### src/verilog/xdm_pkg.sv
// package: register map, field positions, reset values and carriers
package xdm_pkg;

  // ----------------------------------------------------------------
  // register byte offsets
  // ----------------------------------------------------------------
  localparam logic [11:0] XDM_CFG_OFF    = 12'h000;
  localparam logic [11:0] XDM_GPIO_OFF   = 12'h004;
  localparam logic [11:0] XDM_STATUS_OFF = 12'h008;

  // ----------------------------------------------------------------
  // configuration fields
  // ----------------------------------------------------------------
  localparam int XDM_CFG_XBUS_BIT   = 0;  // external data bus option
  localparam int XDM_CFG_P6GP_BIT   = 1;  // pin six: 1 general pin, 0 irq
  localparam int XDM_CFG_IDEDMA_BIT = 2;  // pins five..two carry ide dma
  localparam int XDM_CFG_P2GP_BIT   = 3;  // pin two general pin over ack
  localparam int XDM_CFG_G1OE_BIT   = 4;  // general pin one drives out
  localparam int XDM_CFG_G2OE_BIT   = 5;  // general pin two drives out
  localparam logic [31:0] XDM_CFG_RST  = 32'h0000_0001;
  localparam logic [31:0] XDM_GPIO_RST = 32'h0000_0000;

  // gpio register bits
  localparam int XDM_GPIO_G1_BIT = 0;
  localparam int XDM_GPIO_G2_BIT = 1;

  // status bits
  localparam int XDM_ST_STRAP_BIT = 0;
  localparam int XDM_ST_BUSY_BIT  = 1;
  localparam int XDM_ST_REQ0_BIT  = 2;
  localparam int XDM_ST_REQ1_BIT  = 3;

  // ----------------------------------------------------------------
  // carriers
  // ----------------------------------------------------------------
  typedef struct packed {
    logic       ide_cycle;   // current cycle is an ide access
    logic       xbus_cycle;  // cycle targets external data bus devices
    logic       xbus_read;   // 1 read toward the isa side
    logic [6:0] isa_addr;    // isa latched address bits 23..17
    logic       pcs0;
    logic       pcs1;
    logic       scs0;
    logic       scs1;
    logic [2:0] reg_sel;     // ide register select
  } xdm_cycle_t;

  typedef struct packed {
    logic [7:0] dout;
    logic [7:0] oe;
  } xdm_pins_t;

endpackage

### src/verilog/xdm_pin_mux.sv
// external data pin and latched address pin function multiplexer
`timescale 1ns/1ps
module xdm_pin_mux (
  input  wire logic                pclk,
  input  wire logic                presetn,
  input  wire logic                psel,
  input  wire logic                penable,
  input  wire logic                pwrite,
  input  wire logic [11:0]         paddr,
  input  wire logic [31:0]         pwdata,
  output logic      [31:0]         prdata,
  output logic                     pready,
  output logic                     pslverr,
  input  wire xdm_pkg::xdm_cycle_t cycle_in,
  input  wire logic [7:0]          xbus_wdata,
  output logic      [7:0]          xbus_rdata,
  input  wire logic                prog_irq_one_in,
  input  wire logic                primary_drive_dma_ack,
  input  wire logic                secondary_drive_dma_ack,
  input  wire logic                split_grant_busy_strap,
  input  wire logic                arb_grant_req,
  output logic                     arb_grant_ok,
  output logic                     primary_drive_dma_req,
  output logic                     secondary_drive_dma_req,
  output logic                     pci_bus_busy,
  input  wire logic [7:0]          ext_data_bus_in,
  output logic      [7:0]          ext_data_bus_out,
  output logic      [7:0]          ext_data_bus_oe,
  output logic      [6:0]          isa_latched_addr_out,
  output logic                     isa_latched_addr_oe
);
  import xdm_pkg::*;

  // ----------------------------------------------------------------
  // pin synchroniser and bus front end
  // ----------------------------------------------------------------
  logic [7:0]  pin_s;
  logic        strap_s;
  logic        wr_en;
  logic        rd_en;
  logic        bad_addr;
  logic [11:0] word_addr;

  xdm_sync #(.WIDTH(9)) u_sync (
    .pclk     (pclk),
    .presetn  (presetn),
    .async_in ({split_grant_busy_strap, ext_data_bus_in}),
    .sync_out ({strap_s, pin_s})
  );

  xdm_apb_slave u_apb (
    .pclk      (pclk),
    .presetn   (presetn),
    .psel      (psel),
    .penable   (penable),
    .pwrite    (pwrite),
    .paddr     (paddr),
    .wr_en     (wr_en),
    .rd_en     (rd_en),
    .bad_addr  (bad_addr),
    .word_addr (word_addr)
  );

  // ----------------------------------------------------------------
  // power-up strap capture
  // ----------------------------------------------------------------
  // sampled once, a few cycles after release, so the sync has settled
  logic [1:0] strap_cnt_reg;
  logic       strap_done_reg;
  logic       split_busy_reg;

  always_ff @(posedge pclk or negedge presetn) begin
    if (!presetn) begin
      strap_cnt_reg  <= 2'h0;
      strap_done_reg <= 1'b0;
      split_busy_reg <= 1'b0;
    end else if (!strap_done_reg) begin
      strap_cnt_reg <= strap_cnt_reg + 2'h1;
      if (strap_cnt_reg == 2'h3) begin
        strap_done_reg <= 1'b1;
        split_busy_reg <= !strap_s;
      end
    end
  end

  // ----------------------------------------------------------------
  // registers
  // ----------------------------------------------------------------
  logic [31:0] cfg_reg;
  logic [1:0]  gpio_reg;

  wire xbus_mode  = cfg_reg[XDM_CFG_XBUS_BIT];
  wire p6_gp      = cfg_reg[XDM_CFG_P6GP_BIT];
  wire ide_dma    = cfg_reg[XDM_CFG_IDEDMA_BIT];
  wire p2_gp      = cfg_reg[XDM_CFG_P2GP_BIT];
  wire g1_out     = cfg_reg[XDM_CFG_G1OE_BIT];
  wire g2_out     = cfg_reg[XDM_CFG_G2OE_BIT];
  wire g1_active  = !xbus_mode && !split_busy_reg && p6_gp;
  wire g2_active  = !xbus_mode && ide_dma && p2_gp;

  always_ff @(posedge pclk or negedge presetn) begin
    if (!presetn) begin
      cfg_reg <= XDM_CFG_RST;
    end else if (wr_en && word_addr == XDM_CFG_OFF) begin
      cfg_reg <= {26'h0, pwdata[5:0]};
    end
  end

  // input-mode pins keep loading the line; writes land on any pin that is not an active input
  always_ff @(posedge pclk or negedge presetn) begin
    if (!presetn) begin
      gpio_reg <= XDM_GPIO_RST[1:0];
    end else begin
      if (g1_active && !g1_out) begin
        gpio_reg[XDM_GPIO_G1_BIT] <= pin_s[6];
      end else if (wr_en && word_addr == XDM_GPIO_OFF) begin
        gpio_reg[XDM_GPIO_G1_BIT] <= pwdata[XDM_GPIO_G1_BIT];
      end
      if (g2_active && !g2_out) begin
        gpio_reg[XDM_GPIO_G2_BIT] <= pin_s[2];
      end else if (wr_en && word_addr == XDM_GPIO_OFF) begin
        gpio_reg[XDM_GPIO_G2_BIT] <= pwdata[XDM_GPIO_G2_BIT];
      end
    end
  end

  // ----------------------------------------------------------------
  // apb read path, zero wait
  // ----------------------------------------------------------------
  logic [31:0] rd_next;

  always_comb begin
    rd_next = 32'h0;
    case (word_addr)
      XDM_CFG_OFF:    rd_next = cfg_reg;
      XDM_GPIO_OFF:   rd_next = {30'h0, gpio_reg};
      XDM_STATUS_OFF: rd_next = {28'h0, secondary_drive_dma_req,
                                 primary_drive_dma_req, pci_bus_busy,
                                 split_busy_reg};
      default:        rd_next = 32'h0;
    endcase
  end

  always_ff @(posedge pclk or negedge presetn) begin
    if (!presetn) begin
      prdata  <= 32'h0;
      pready  <= 1'b0;
      pslverr <= 1'b0;
    end else begin
      pready  <= psel && !penable;
      pslverr <= psel && !penable && bad_addr;
      if (rd_en) begin
        prdata <= rd_next;
      end
    end
  end

  // ----------------------------------------------------------------
  // data pin function selection
  // ----------------------------------------------------------------
  xdm_pins_t pins_next;

  always_comb begin
    pins_next = '{dout: 8'h00, oe: 8'h00};
    if (xbus_mode) begin
      // write cycle from isa: buffer drives pins toward the device
      pins_next.dout = xbus_wdata;
      pins_next.oe   = {8{cycle_in.xbus_cycle && !cycle_in.xbus_read}};
      // busy strap owns pin six even in bus mode
      if (split_busy_reg) begin
        pins_next.oe[6] = 1'b0;
      end
    end else begin
      pins_next.dout[1] = cycle_in.xbus_cycle;
      pins_next.oe[1]   = 1'b1;
      pins_next.dout[0] = cycle_in.xbus_read;
      pins_next.oe[0]   = 1'b1;
      if (!split_busy_reg) begin
        pins_next.dout[6] = p6_gp ? gpio_reg[XDM_GPIO_G1_BIT]
                                  : prog_irq_one_in;
        pins_next.oe[6]   = p6_gp ? g1_out : 1'b1;
      end
      if (ide_dma) begin
        pins_next.dout[4] = primary_drive_dma_ack;
        pins_next.oe[4]   = 1'b1;
        pins_next.dout[2] = p2_gp ? gpio_reg[XDM_GPIO_G2_BIT]
                                  : secondary_drive_dma_ack;
        pins_next.oe[2]   = p2_gp ? g2_out : 1'b1;
      end
    end
  end

  // ----------------------------------------------------------------
  // pin registers, inputs and arbiter gate
  // ----------------------------------------------------------------
  always_ff @(posedge pclk or negedge presetn) begin
    if (!presetn) begin
      ext_data_bus_out        <= 8'h00;
      ext_data_bus_oe         <= 8'h00;
      xbus_rdata              <= 8'h00;
      pci_bus_busy            <= 1'b0;
      primary_drive_dma_req   <= 1'b0;
      secondary_drive_dma_req <= 1'b0;
      arb_grant_ok            <= 1'b0;
    end else begin
      ext_data_bus_out        <= pins_next.dout;
      ext_data_bus_oe         <= pins_next.oe;
      xbus_rdata              <= xbus_mode ? pin_s : 8'h00;
      pci_bus_busy            <= split_busy_reg && pin_s[6];
      primary_drive_dma_req   <= !xbus_mode && ide_dma && pin_s[5];
      secondary_drive_dma_req <= !xbus_mode && ide_dma && pin_s[3];
      // busy seen this edge blocks the grant on the same edge
      arb_grant_ok <= arb_grant_req && !(split_busy_reg && pin_s[6]);
    end
  end

  // ----------------------------------------------------------------
  // latched address pins
  // ----------------------------------------------------------------
  always_ff @(posedge pclk or negedge presetn) begin
    if (!presetn) begin
      isa_latched_addr_out <= 7'h00;
      isa_latched_addr_oe  <= 1'b0;
    end else begin
      isa_latched_addr_oe <= 1'b1;
      if (cycle_in.ide_cycle) begin
        isa_latched_addr_out <= {cycle_in.pcs0, cycle_in.pcs1,
                                 cycle_in.scs0, cycle_in.scs1,
                                 cycle_in.reg_sel};
      end else begin
        isa_latched_addr_out <= cycle_in.isa_addr;
      end
    end
  end
endmodule // xdm_pin_mux

### src/verilog/xdm_sync.sv
// two-flop synchroniser for a vector of pin inputs
`timescale 1ns/1ps
module xdm_sync #(
  parameter int WIDTH = 8
) (
  input  wire logic             pclk,
  input  wire logic             presetn,
  input  wire logic [WIDTH-1:0] async_in,
  output logic      [WIDTH-1:0] sync_out
);
  logic [WIDTH-1:0] meta_reg;

  // meta stage feeds the second flop only
  always_ff @(posedge pclk or negedge presetn) begin
    if (!presetn) begin
      meta_reg <= '0;
      sync_out <= '0;
    end else begin
      meta_reg <= async_in;
      sync_out <= meta_reg;
    end
  end
endmodule // xdm_sync

### src/verilog/xdm_apb_slave.sv
// apb slave front end: single-wait-free decode into strobes
`timescale 1ns/1ps
module xdm_apb_slave (
  input  wire logic        pclk,
  input  wire logic        presetn,
  input  wire logic        psel,
  input  wire logic        penable,
  input  wire logic        pwrite,
  input  wire logic [11:0] paddr,
  output logic             wr_en,
  output logic             rd_en,
  output logic             bad_addr,
  output logic [11:0]      word_addr
);
  import xdm_pkg::*;

  function automatic logic mapped(input logic [11:0] a);
    return (a == XDM_CFG_OFF) || (a == XDM_GPIO_OFF) ||
           (a == XDM_STATUS_OFF);
  endfunction

  always_comb begin
    word_addr = {paddr[11:2], 2'b00};
    wr_en     = psel && penable && pwrite && mapped(word_addr);
    rd_en     = psel && !penable && !pwrite;
    bad_addr  = !mapped(word_addr);
  end

  // unused: presetn and pclk kept for a uniform header
  logic unused_ok;
  assign unused_ok = pclk ^ presetn;
endmodule // xdm_apb_slave

### config.mk
export PLATFORM = sky130hd
export DESIGN_NAME = xdm_pin_mux
export DESIGN_NICKNAME = d
export VERILOG_FILES = /design/src/verilog/xdm_pkg.sv /design/src/verilog/xdm_pin_mux.sv /design/src/verilog/xdm_sync.sv /design/src/verilog/xdm_apb_slave.sv
export SDC_FILE = /design/constraint.sdc
export NUM_CORES = 1
export LEC_CHECK = 0
export ABC_AREA = 1
export BUFFER_PORTS_ARGS = -buffer_cell sky130_fd_sc_hd__buf_2
export CORE_UTILIZATION = 47
export DETAILED_ROUTE_END_ITERATION = 10
export PLACE_DENSITY = 0.84
export SLEW_MARGIN = 20
export SYNTH_ARGS = -nofsm -noshare
export SYNTH_HDL_FRONTEND = slang
export SYNTH_SLANG_ARGS = --single-unit
export TNS_END_PERCENT = 100
### constraint.sdc
create_clock -name pclk -period 1.7 [get_ports pclk]
set_input_delay 0.255 -clock pclk [delete_from_list [all_inputs] [get_ports pclk]]
set_output_delay 0.255 -clock pclk [all_outputs]
set_load 0.02 [all_outputs]
==> key figures, run 1 <==
Synth
  – Dominant synthesized flop cell: dfrtp_1
  – Largest area contributor in the netlist: dfrtp_1
  – Post-Syn Area per Cell: approximately 11 sq um
  – Sequential area share after synthesis: 62.9%
  – Top post-synthesis cells by area: dfrtp_1 62%, buf_4 7.7%, nand2_1 6.9%
  – Flops & latches, synth: 71
  – Post-synth top area share: between 60% and 70%
  – Synthesized cell area: between 2000 and 3000 sq um
  – Unique masters post-synth: 29
  – Cells after Synth: 267
  – Count leader, synth: dfrtp_1
  – YS warnings: 0
  – Synth cell count leaders: 70 x dfrtp_1, 52 x nand2_1, 31 x inv_1
  – Post-synth EDFFs: 0
  – Synth async-reset ratio: between 90% and 100%

Pwr
  – Reg power frac: 51.8%
  – Maximum vdd drop: 0.000710 V
  – Psw: ~0.00080 W
  – Static leakage: 2.02 nW
  – PnR Total Power: roughly 0.0034 W
  – Internal Power: 0.00259 W
  – Net Sw Frac: 23.6%
  – Cell Pwr Density: ~960 nW/um^2
  – Share of total power in combinational logic: 8.0%
  – Clk pwr share: 40.2%

Route
  – Total number of vias: 1970
  – Initial DRC count: 73
  – Wire length per cell after detailed routing: 11.3 um
  – DR pass1 iterations: 4
  – Drt drc: 0
  – Vias per cell: 4.35
  – Post-DRT Antenna Nets: 0
  – WL final: 5120 um

STA
  – Tmin final: 1.30 ns
  – Final WS setup: between 0.4 and 0.5 ns
  – Total negative slack: 0 ns
  – Worst-Margin Slew: 0.502 ns
  – Fin. Hold Viols: 0
  – Slew HR: 66.5%
  – Slew Limit Fails: 0
  – Final worst-path cycle share: roughly 76%
  – Unrepaired setup endpoints after global routing: false
  – Fmax: 772 MHz
  – Count of final setup violators: 0
  – Clock Skew: 0.00573 ns

Setup path
  – CP Buf/Inv Count: 2
  – CP max stage delay: ~0.55 ns
  – CP Cell Sequence: buf_4 -> nor2_1 -> nand3_1 -> inv_1 -> nor2_1 -> nand4_1 -> nand3_1
  – CP Max Fanout: 13
  – Number of cells on the worst reg-to-reg path: 7
  – Slowest-stage cell, CP: dfstp_2
  – Critical path depth: 7
  – Setup Crit Path Kind: reg2reg
  – Largest delay share family, worst path: flip-flops
  – CP endpoint kind: flip-flop
  – FF-to-FF End: gpio_reg[0]
  – Worst EP required: 1.97 ns
  – FF-to-FF setup slack: 0.40 ns
  – CP Launch Type: flip-flop
  – CP endpoint: gpio_reg[0]
  – Crit. Startpoint: cfg_reg[0]
  – RR Startpoint: cfg_reg[0]
  – Crit path DAT: 1.57 ns

Final layout
  – Diodes inserted: 0
  – Layout Area Growth over Synthesis: 25.0%
  – Fillers: 504
  – Post-Layout Cell Count: 453
  – Final Cell Area: roughly 3500 sq um
  – Fraction of layout cells with a size suffix above 1: 38.1%
  – Final net count: 464

GRT
  – Initial antenna violation count: 0
  – Vias in the first global route: 1951
  – Largest net degree at the start of global routing: 40
  – Total GRT Usage: about 18%
  – Overflow after GRT: 0
  – First-pass GRT wire length: 8470 um

Placement
  – Placed cell count: 436
  – Post-DP HPWL: 3820 um
  – Port bufs: just over 100
  – Area post-placement: around 3300 sq um
  – Gpl congestion: between 0.8 and 0.9
  – Dpl ws: 0.340 ns

Status
  – Status: complete, no violations

Die
  – Io pins: 157
  – Die area: 6330 sq um
  – Starting density of the core: 50.1%
  – DIE HEIGHT: approximately 80 um
  – Core area: 5640 sq um
  – Width of the die: 79.6 um
  – # rows: 27

Clock tree
  – H-tree depth: 3
  – CTS tree: done
  – Num CTS Buffers: 9
  – Gates resized, CTS repair: 0
  – Clk sinks: between 70 and 80
  – Clk root buf: clkbuf_8
  – Largest buffer count on any clock path: 2
  – Clock Pin Slew Worst Setup and Hold Paths: about 0.07 ns
  – Worst-Skew Late Latency: approximately 0.33 ns

Min path
  – Hold crit path type: in2reg

Job
  – Max-cap violations: 0
cell type report:
class	count	area, sq um	area share (%)
flip-flops and latches	71	1780	50.3
multi-input cells	156	776	22.0
repair buffers	107	566	16.0
clock buffers	11	151	4.28
inverters	31	116	3.29
well taps	72	90.1	2.55
clock inverters	5	56.3	1.59
cell usage in the layout, fill, tap and decap left out, types with 3 or more instances in the layout:
cell type	n
buf_2	101
dfrtp_1	70
nand2_1	52
inv_1	31
conb_1	27
nor2_1	20
nand3_1	15
clkbuf_8	11
mux2_2	7
o21ai_0	5
nor2_2	4
buf_4	4
o31ai_1	3
a21oi_2	3
o21ai_2	3
logic make-up after synthesis:
family / synth area share (%)
xor+xnor: 0.310
mux: 2.79
buf+inv: 13.0
fa+ha+maj: 0.442
compound gates: 4.73
flops: 62.9
other cells: 0.266
simple gates: 15.6
worst min-delay path by stage:
stage	cells after the start	end	startpoint	slack (ns)
floorplan	0	arb_grant_ok	presetn	-0.04
global placement	1	ext_data_bus_out[5]	presetn	0.25
detailed placement	1	ext_data_bus_oe[5]	presetn	0.26
CTS	1	u_sync.meta_reg[2]	ext_data_bus_in[2]	0.01
global route	1	u_sync.meta_reg[8]	split_grant_busy_strap	0.002
finish	1	u_sync.meta_reg[2]	ext_data_bus_in[2]	0.02
worst register-to-register path, cell delays in order (launching register included):
cell and delay, ns:
dfstp_2 0.55, buf_4 0.19, nor2_1 0.08, nand3_1 0.11, inv_1 0.06, nor2_1 0.09, nand4_1 0.08, nand3_1 0.09
stage by stage:
step	hold WS (ns)	util (%)
after floorplan	-0.0406	-
after global placement	0.252	58.8
after detailed placement	0.263	58.8
after CTS	0.00978	62.6
after global routing	0.00222	62.6
final	0.0235	62.6
power by group through the flow:
stage | Clock (W) | Combinational (W) | Sequential, W
2_1_floorplan | 0 | 0.000146 | 0.00182
3_3_place_gp | 0 | 0.000268 | 0.00179
3_5_place_dp | 0 | 0.000274 | 0.00179
4_1_cts | 0.00139 | 0.000276 | 0.00175
5_1_grt | 0.00147 | 0.000304 | 0.00176
6_report | 0.00136 | 0.000272 | 0.00175
metal layers:
layer	vias to the layer above	GRT usage, %	share of wire [%]
met4	0	9.27	2.3
met5	-	0	0
met3	13	4.46	6.3
li1	992	-	-
met2	72	29.9	52
met1	893	20.9	39
timing repair:
action | CTS | global route
hold buffers | 1 | 0
endpoints found under the hold margin | 37 | 0
buffers inserted | 0 | 0
Power figures use the tool's default switching activity.
==> run 2, diff against run 1 <==
--- a/config.mk
+++ b/config.mk
@@ -7,9 +7,9 @@
 export LEC_CHECK = 0
 export ABC_AREA = 1
 export BUFFER_PORTS_ARGS = -buffer_cell sky130_fd_sc_hd__buf_2
-export CORE_UTILIZATION = 47
+export CORE_UTILIZATION = 44
 export DETAILED_ROUTE_END_ITERATION = 10
-export PLACE_DENSITY = 0.84
+export PLACE_DENSITY = 0.79
 export SLEW_MARGIN = 20
 export SYNTH_ARGS = -nofsm -noshare
 export SYNTH_HDL_FRONTEND = slang
==> constraint.sdc (replaced) <==
create_clock -name pclk -period 1.3 [get_ports pclk]
set_input_delay 0.195 -clock pclk [delete_from_list [all_inputs] [get_ports pclk]]
set_output_delay 0.195 -clock pclk [all_outputs]
set_load 0.02 [all_outputs]
==> run 2 against run 1 <==
  * Global-route usage fell by 0.30 points
  * Register-to-register slack got worse by 0.28 ns
  * Worst hold slack improved by 0.014 ns
  * Combinational power rose by 44%
  * Clock-buffer cell count fell by 2
  * Final area rose by 3.8%
  * Non-clock buffer count rose by 14
  * Final cell count rose by 3.8%
  * Flip-flop and latch count did not move
  * Critical endpoint is now gpio_reg[1]
  * Largest cell class unchanged
  * Largest power group unchanged
  * Highest routed layer unchanged
==> key figures, run 2 (synthesized netlist as in run 1, its figures left out) <==
Pwr
  – Psw: 0.00108 W (was 0.000799 W)
  – PnR Total Power: 0.00439 W (was 0.00339 W)
  – Cell Pwr Density: 1200 nW/um^2 (was 958 nW/um^2)
  – Net Sw Frac: 24.6% (was 23.6%)
  – Share of total power in combinational logic: 8.9% (was 8.0%)
  – Reg power frac: 52.2% (was 51.8%)
  – Internal Power: 0.00331 W (was 0.00259 W)
  – Maximum vdd drop: 0.000775 V (was 0.000710 V)
  – Static leakage: 2.08 nW (was 2.02 nW)
  – Clk pwr share: 38.9% (was 40.2%)

STA
  – Total negative slack: 0 ns (unchanged)
  – Slew Limit Fails: 0 (unchanged)
  – Tmin final: 1.17 ns (was 1.30 ns)
  – Unrepaired setup endpoints after global routing: false (unchanged)
  – Final worst-path cycle share: 90.2% (was 76.2%)
  – Fmax: 853 MHz (was 772 MHz)
  – Count of final setup violators: 0 (unchanged)
  – Final WS setup: 0.128 ns (was 0.404 ns)
  – Fin. Hold Viols: 0 (unchanged)
  – Clock Skew: 0.00809 ns (was 0.00573 ns)

Setup path
  – CP endpoint kind: flip-flop (unchanged)
  – Setup Crit Path Kind: reg2reg (unchanged)
  – Largest delay share family, worst path: flip-flops (unchanged)
  – CP Buf/Inv Count: 1 (was 2)
  – CP Cell Sequence: inv_1 -> nand2_2 -> nor2_1 -> nor2_1 -> nand4_1 -> nand3_1 (was buf_4 -> nor2_1 -> nand3_1 -> inv_1 -> nor2_1 -> nand4_1 -> nand3_1)
  – CP most frequent cell: nor2_1
  – Worst EP required: 1.57 ns (was 1.97 ns)
  – Slowest-stage cell, CP: dfstp_2 (unchanged)
  – Crit path DAT: 1.44 ns (was 1.57 ns)
  – CP Launch Type: flip-flop (unchanged)
  – CP max stage delay: 0.56 ns (was 0.55 ns)
  – CP Max Fanout: 4 (was 13)

Min path
  – Hold crit path type: in2reg (unchanged)

Final layout
  – Post-Layout Cell Count: 470 (was 453)
  – Fraction of layout cells with a size suffix above 1: 38.2% (was 38.1%)
  – Leading cell type in the layout, fill and taps excluded: buf_2 (unchanged)
  – Most frequent cells in the layout: 101 x buf_2, 70 x dfrtp_1, 51 x nand2_1, 31 x inv_1, 27 x conb_1 (was 101 x buf_2, 70 x dfrtp_1, 52 x nand2_1, 31 x inv_1, 27 x conb_1)
  – Final Cell Area: 3670 sq um (was 3530 sq um)
  – Diodes inserted: 0 (unchanged)
  – Final net count: 478 (was 464)
  – Fillers: 528 (was 504)
  – Layout Area Growth over Synthesis: 29.7% (was 25.0%)

Clock tree
  – CTS tree: done (unchanged)
  – Clk root buf: clkbuf_8 (unchanged)
  – H-tree depth: 3 (unchanged)
  – Largest buffer count on any clock path: 2 (unchanged)
  – Clock Pin Slew Worst Setup and Hold Paths: 0.08 ns (was 0.07 ns)
  – Worst-Skew Late Latency: 0.34 ns (was 0.33 ns)
  – Clk sinks: 71 (unchanged)
  – Num CTS Buffers: 9 (unchanged)

Route
  – DR pass1 iterations: 4 (unchanged)
  – Total number of vias: 2066 (was 1970)
  – Vias per cell: 4.40 (was 4.35)
  – Drt drc: 0 (unchanged)
  – Post-DRT Antenna Nets: 0 (unchanged)
  – Wire length per cell after detailed routing: 11.3 um (about the same)
  – WL final: 5300 um (was 5120 um)
  – Initial DRC count: 108 (was 73)

GRT
  – Largest net degree at the start of global routing: 30 (was 40)
  – Total GRT Usage: 17.5% (was 17.8%)
  – Vias in the first global route: 1940 (was 1951)
  – Overflow after GRT: 0 (unchanged)
  – First-pass GRT wire length: 8580 um (was 8470 um)
  – Initial antenna violation count: 0 (unchanged)

Placement
  – Area post-placement: 3370 sq um (was 3320 sq um)
  – Dpl ws: -0.0432 ns (was 0.340 ns)
  – Gpl congestion: 0.838 (was 0.812)
  – Port bufs: 102 (unchanged)
  – Placed cell count: 444 (was 436)
  – Post-DP HPWL: 4020 um (was 3820 um)

Die
  – Io pins: 157 (unchanged)
  – Core area: 6060 sq um (was 5640 sq um)
  – # rows: 28 (was 27)
  – Die area: 6750 sq um (was 6330 sq um)
  – Width of the die: 82.2 um (was 79.6 um)
  – Starting density of the core: 46.7% (was 50.1%)
  – DIE HEIGHT: 82.2 um (was 79.6 um)

Status
  – Status: complete, no violations (unchanged)

Job
  – Max-cap violations: 0 (unchanged)
run 2: cell type report:
cell class | count | area (sq um) | area share, %
clock inverter | 7 | 72.6 | 1.98
timing repair buffer | 121 | 706 | 19.2
clock buffer | 9 | 124 | 3.38
sequential | 71 | 1780 | 48.5
multi-input combinational | 156 | 778 | 21.2
inverter | 31 | 116 | 3.17
tap | 75 | 93.8 | 2.56
run 2: stage by stage:
step,utilization (%),hold slack [ns]
final,60.5,0.0378
after global routing,60.5,0.0306
after CTS,60.5,0.0222
after detailed placement,55.6,0.149
after global placement,55.6,0.144
after floorplan,-,-0.101
run 2: metal layers:
layer  vias to the layer above  global-route usage, %  part of all wire, %  wire (um)
li1                       1018                      -                    -          -
met1                       972                   21.3                   40       2140
met2                        69                   29.3                   54       2850
met3                         7                   4.62                  4.8        253
met4                         0                   7.37                  1.2         61
met5                         -                      0                    0          0
run 2: worst paths after layout:
kind | startpoint | to | slack (ns) | cells past startpoint
setup / recovery | cfg_reg[0] | gpio_reg[1] | 0.13 | 6
hold / removal | xbus_wdata[3] | ext_data_bus_out[3] | 0.04 | 3
setup reg to reg | cfg_reg[0] | gpio_reg[1] | 0.13 | 6
hold reg to reg | u_sync.meta_reg[6] | u_sync.sync_out[6] | 0.35 | 0
max in group asynchronous | presetn | u_sync.sync_out[0] | 0.52 | 3
min in group asynchronous | presetn | ext_data_bus_oe[5] | 0.32 | 2
run 2: repair_timing:
item / in CTS / in global routing
endpoints found under the hold margin: 35 / 0
endpoints found under the setup margin: 0 / 1
hold buffers: 10 / 0
setup buffers: 0 / 0
gates resized for setup: 0 / 1
run 2: tightest hold or removal path: cells and delay by family:
| kind | cells | cell delay (ns) |
|---|---|---|
| buf+inv | 2 | 0.11 |
| simple gates | 1 | 0.04 |
run 2: power by group through the flow:
stage | registers [W] | clock network (W) | logic [W]
5_1_grt | 0.00230 | 0.00187 | 0.000439
3_5_place_dp | 0.00233 | 0 | 0.000373
3_3_place_gp | 0.00233 | 0 | 0.000366
4_1_cts | 0.00229 | 0.00176 | 0.000397
2_1_floorplan | 0.00238 | 0 | 0.000191
6_report | 0.00229 | 0.00171 | 0.000392
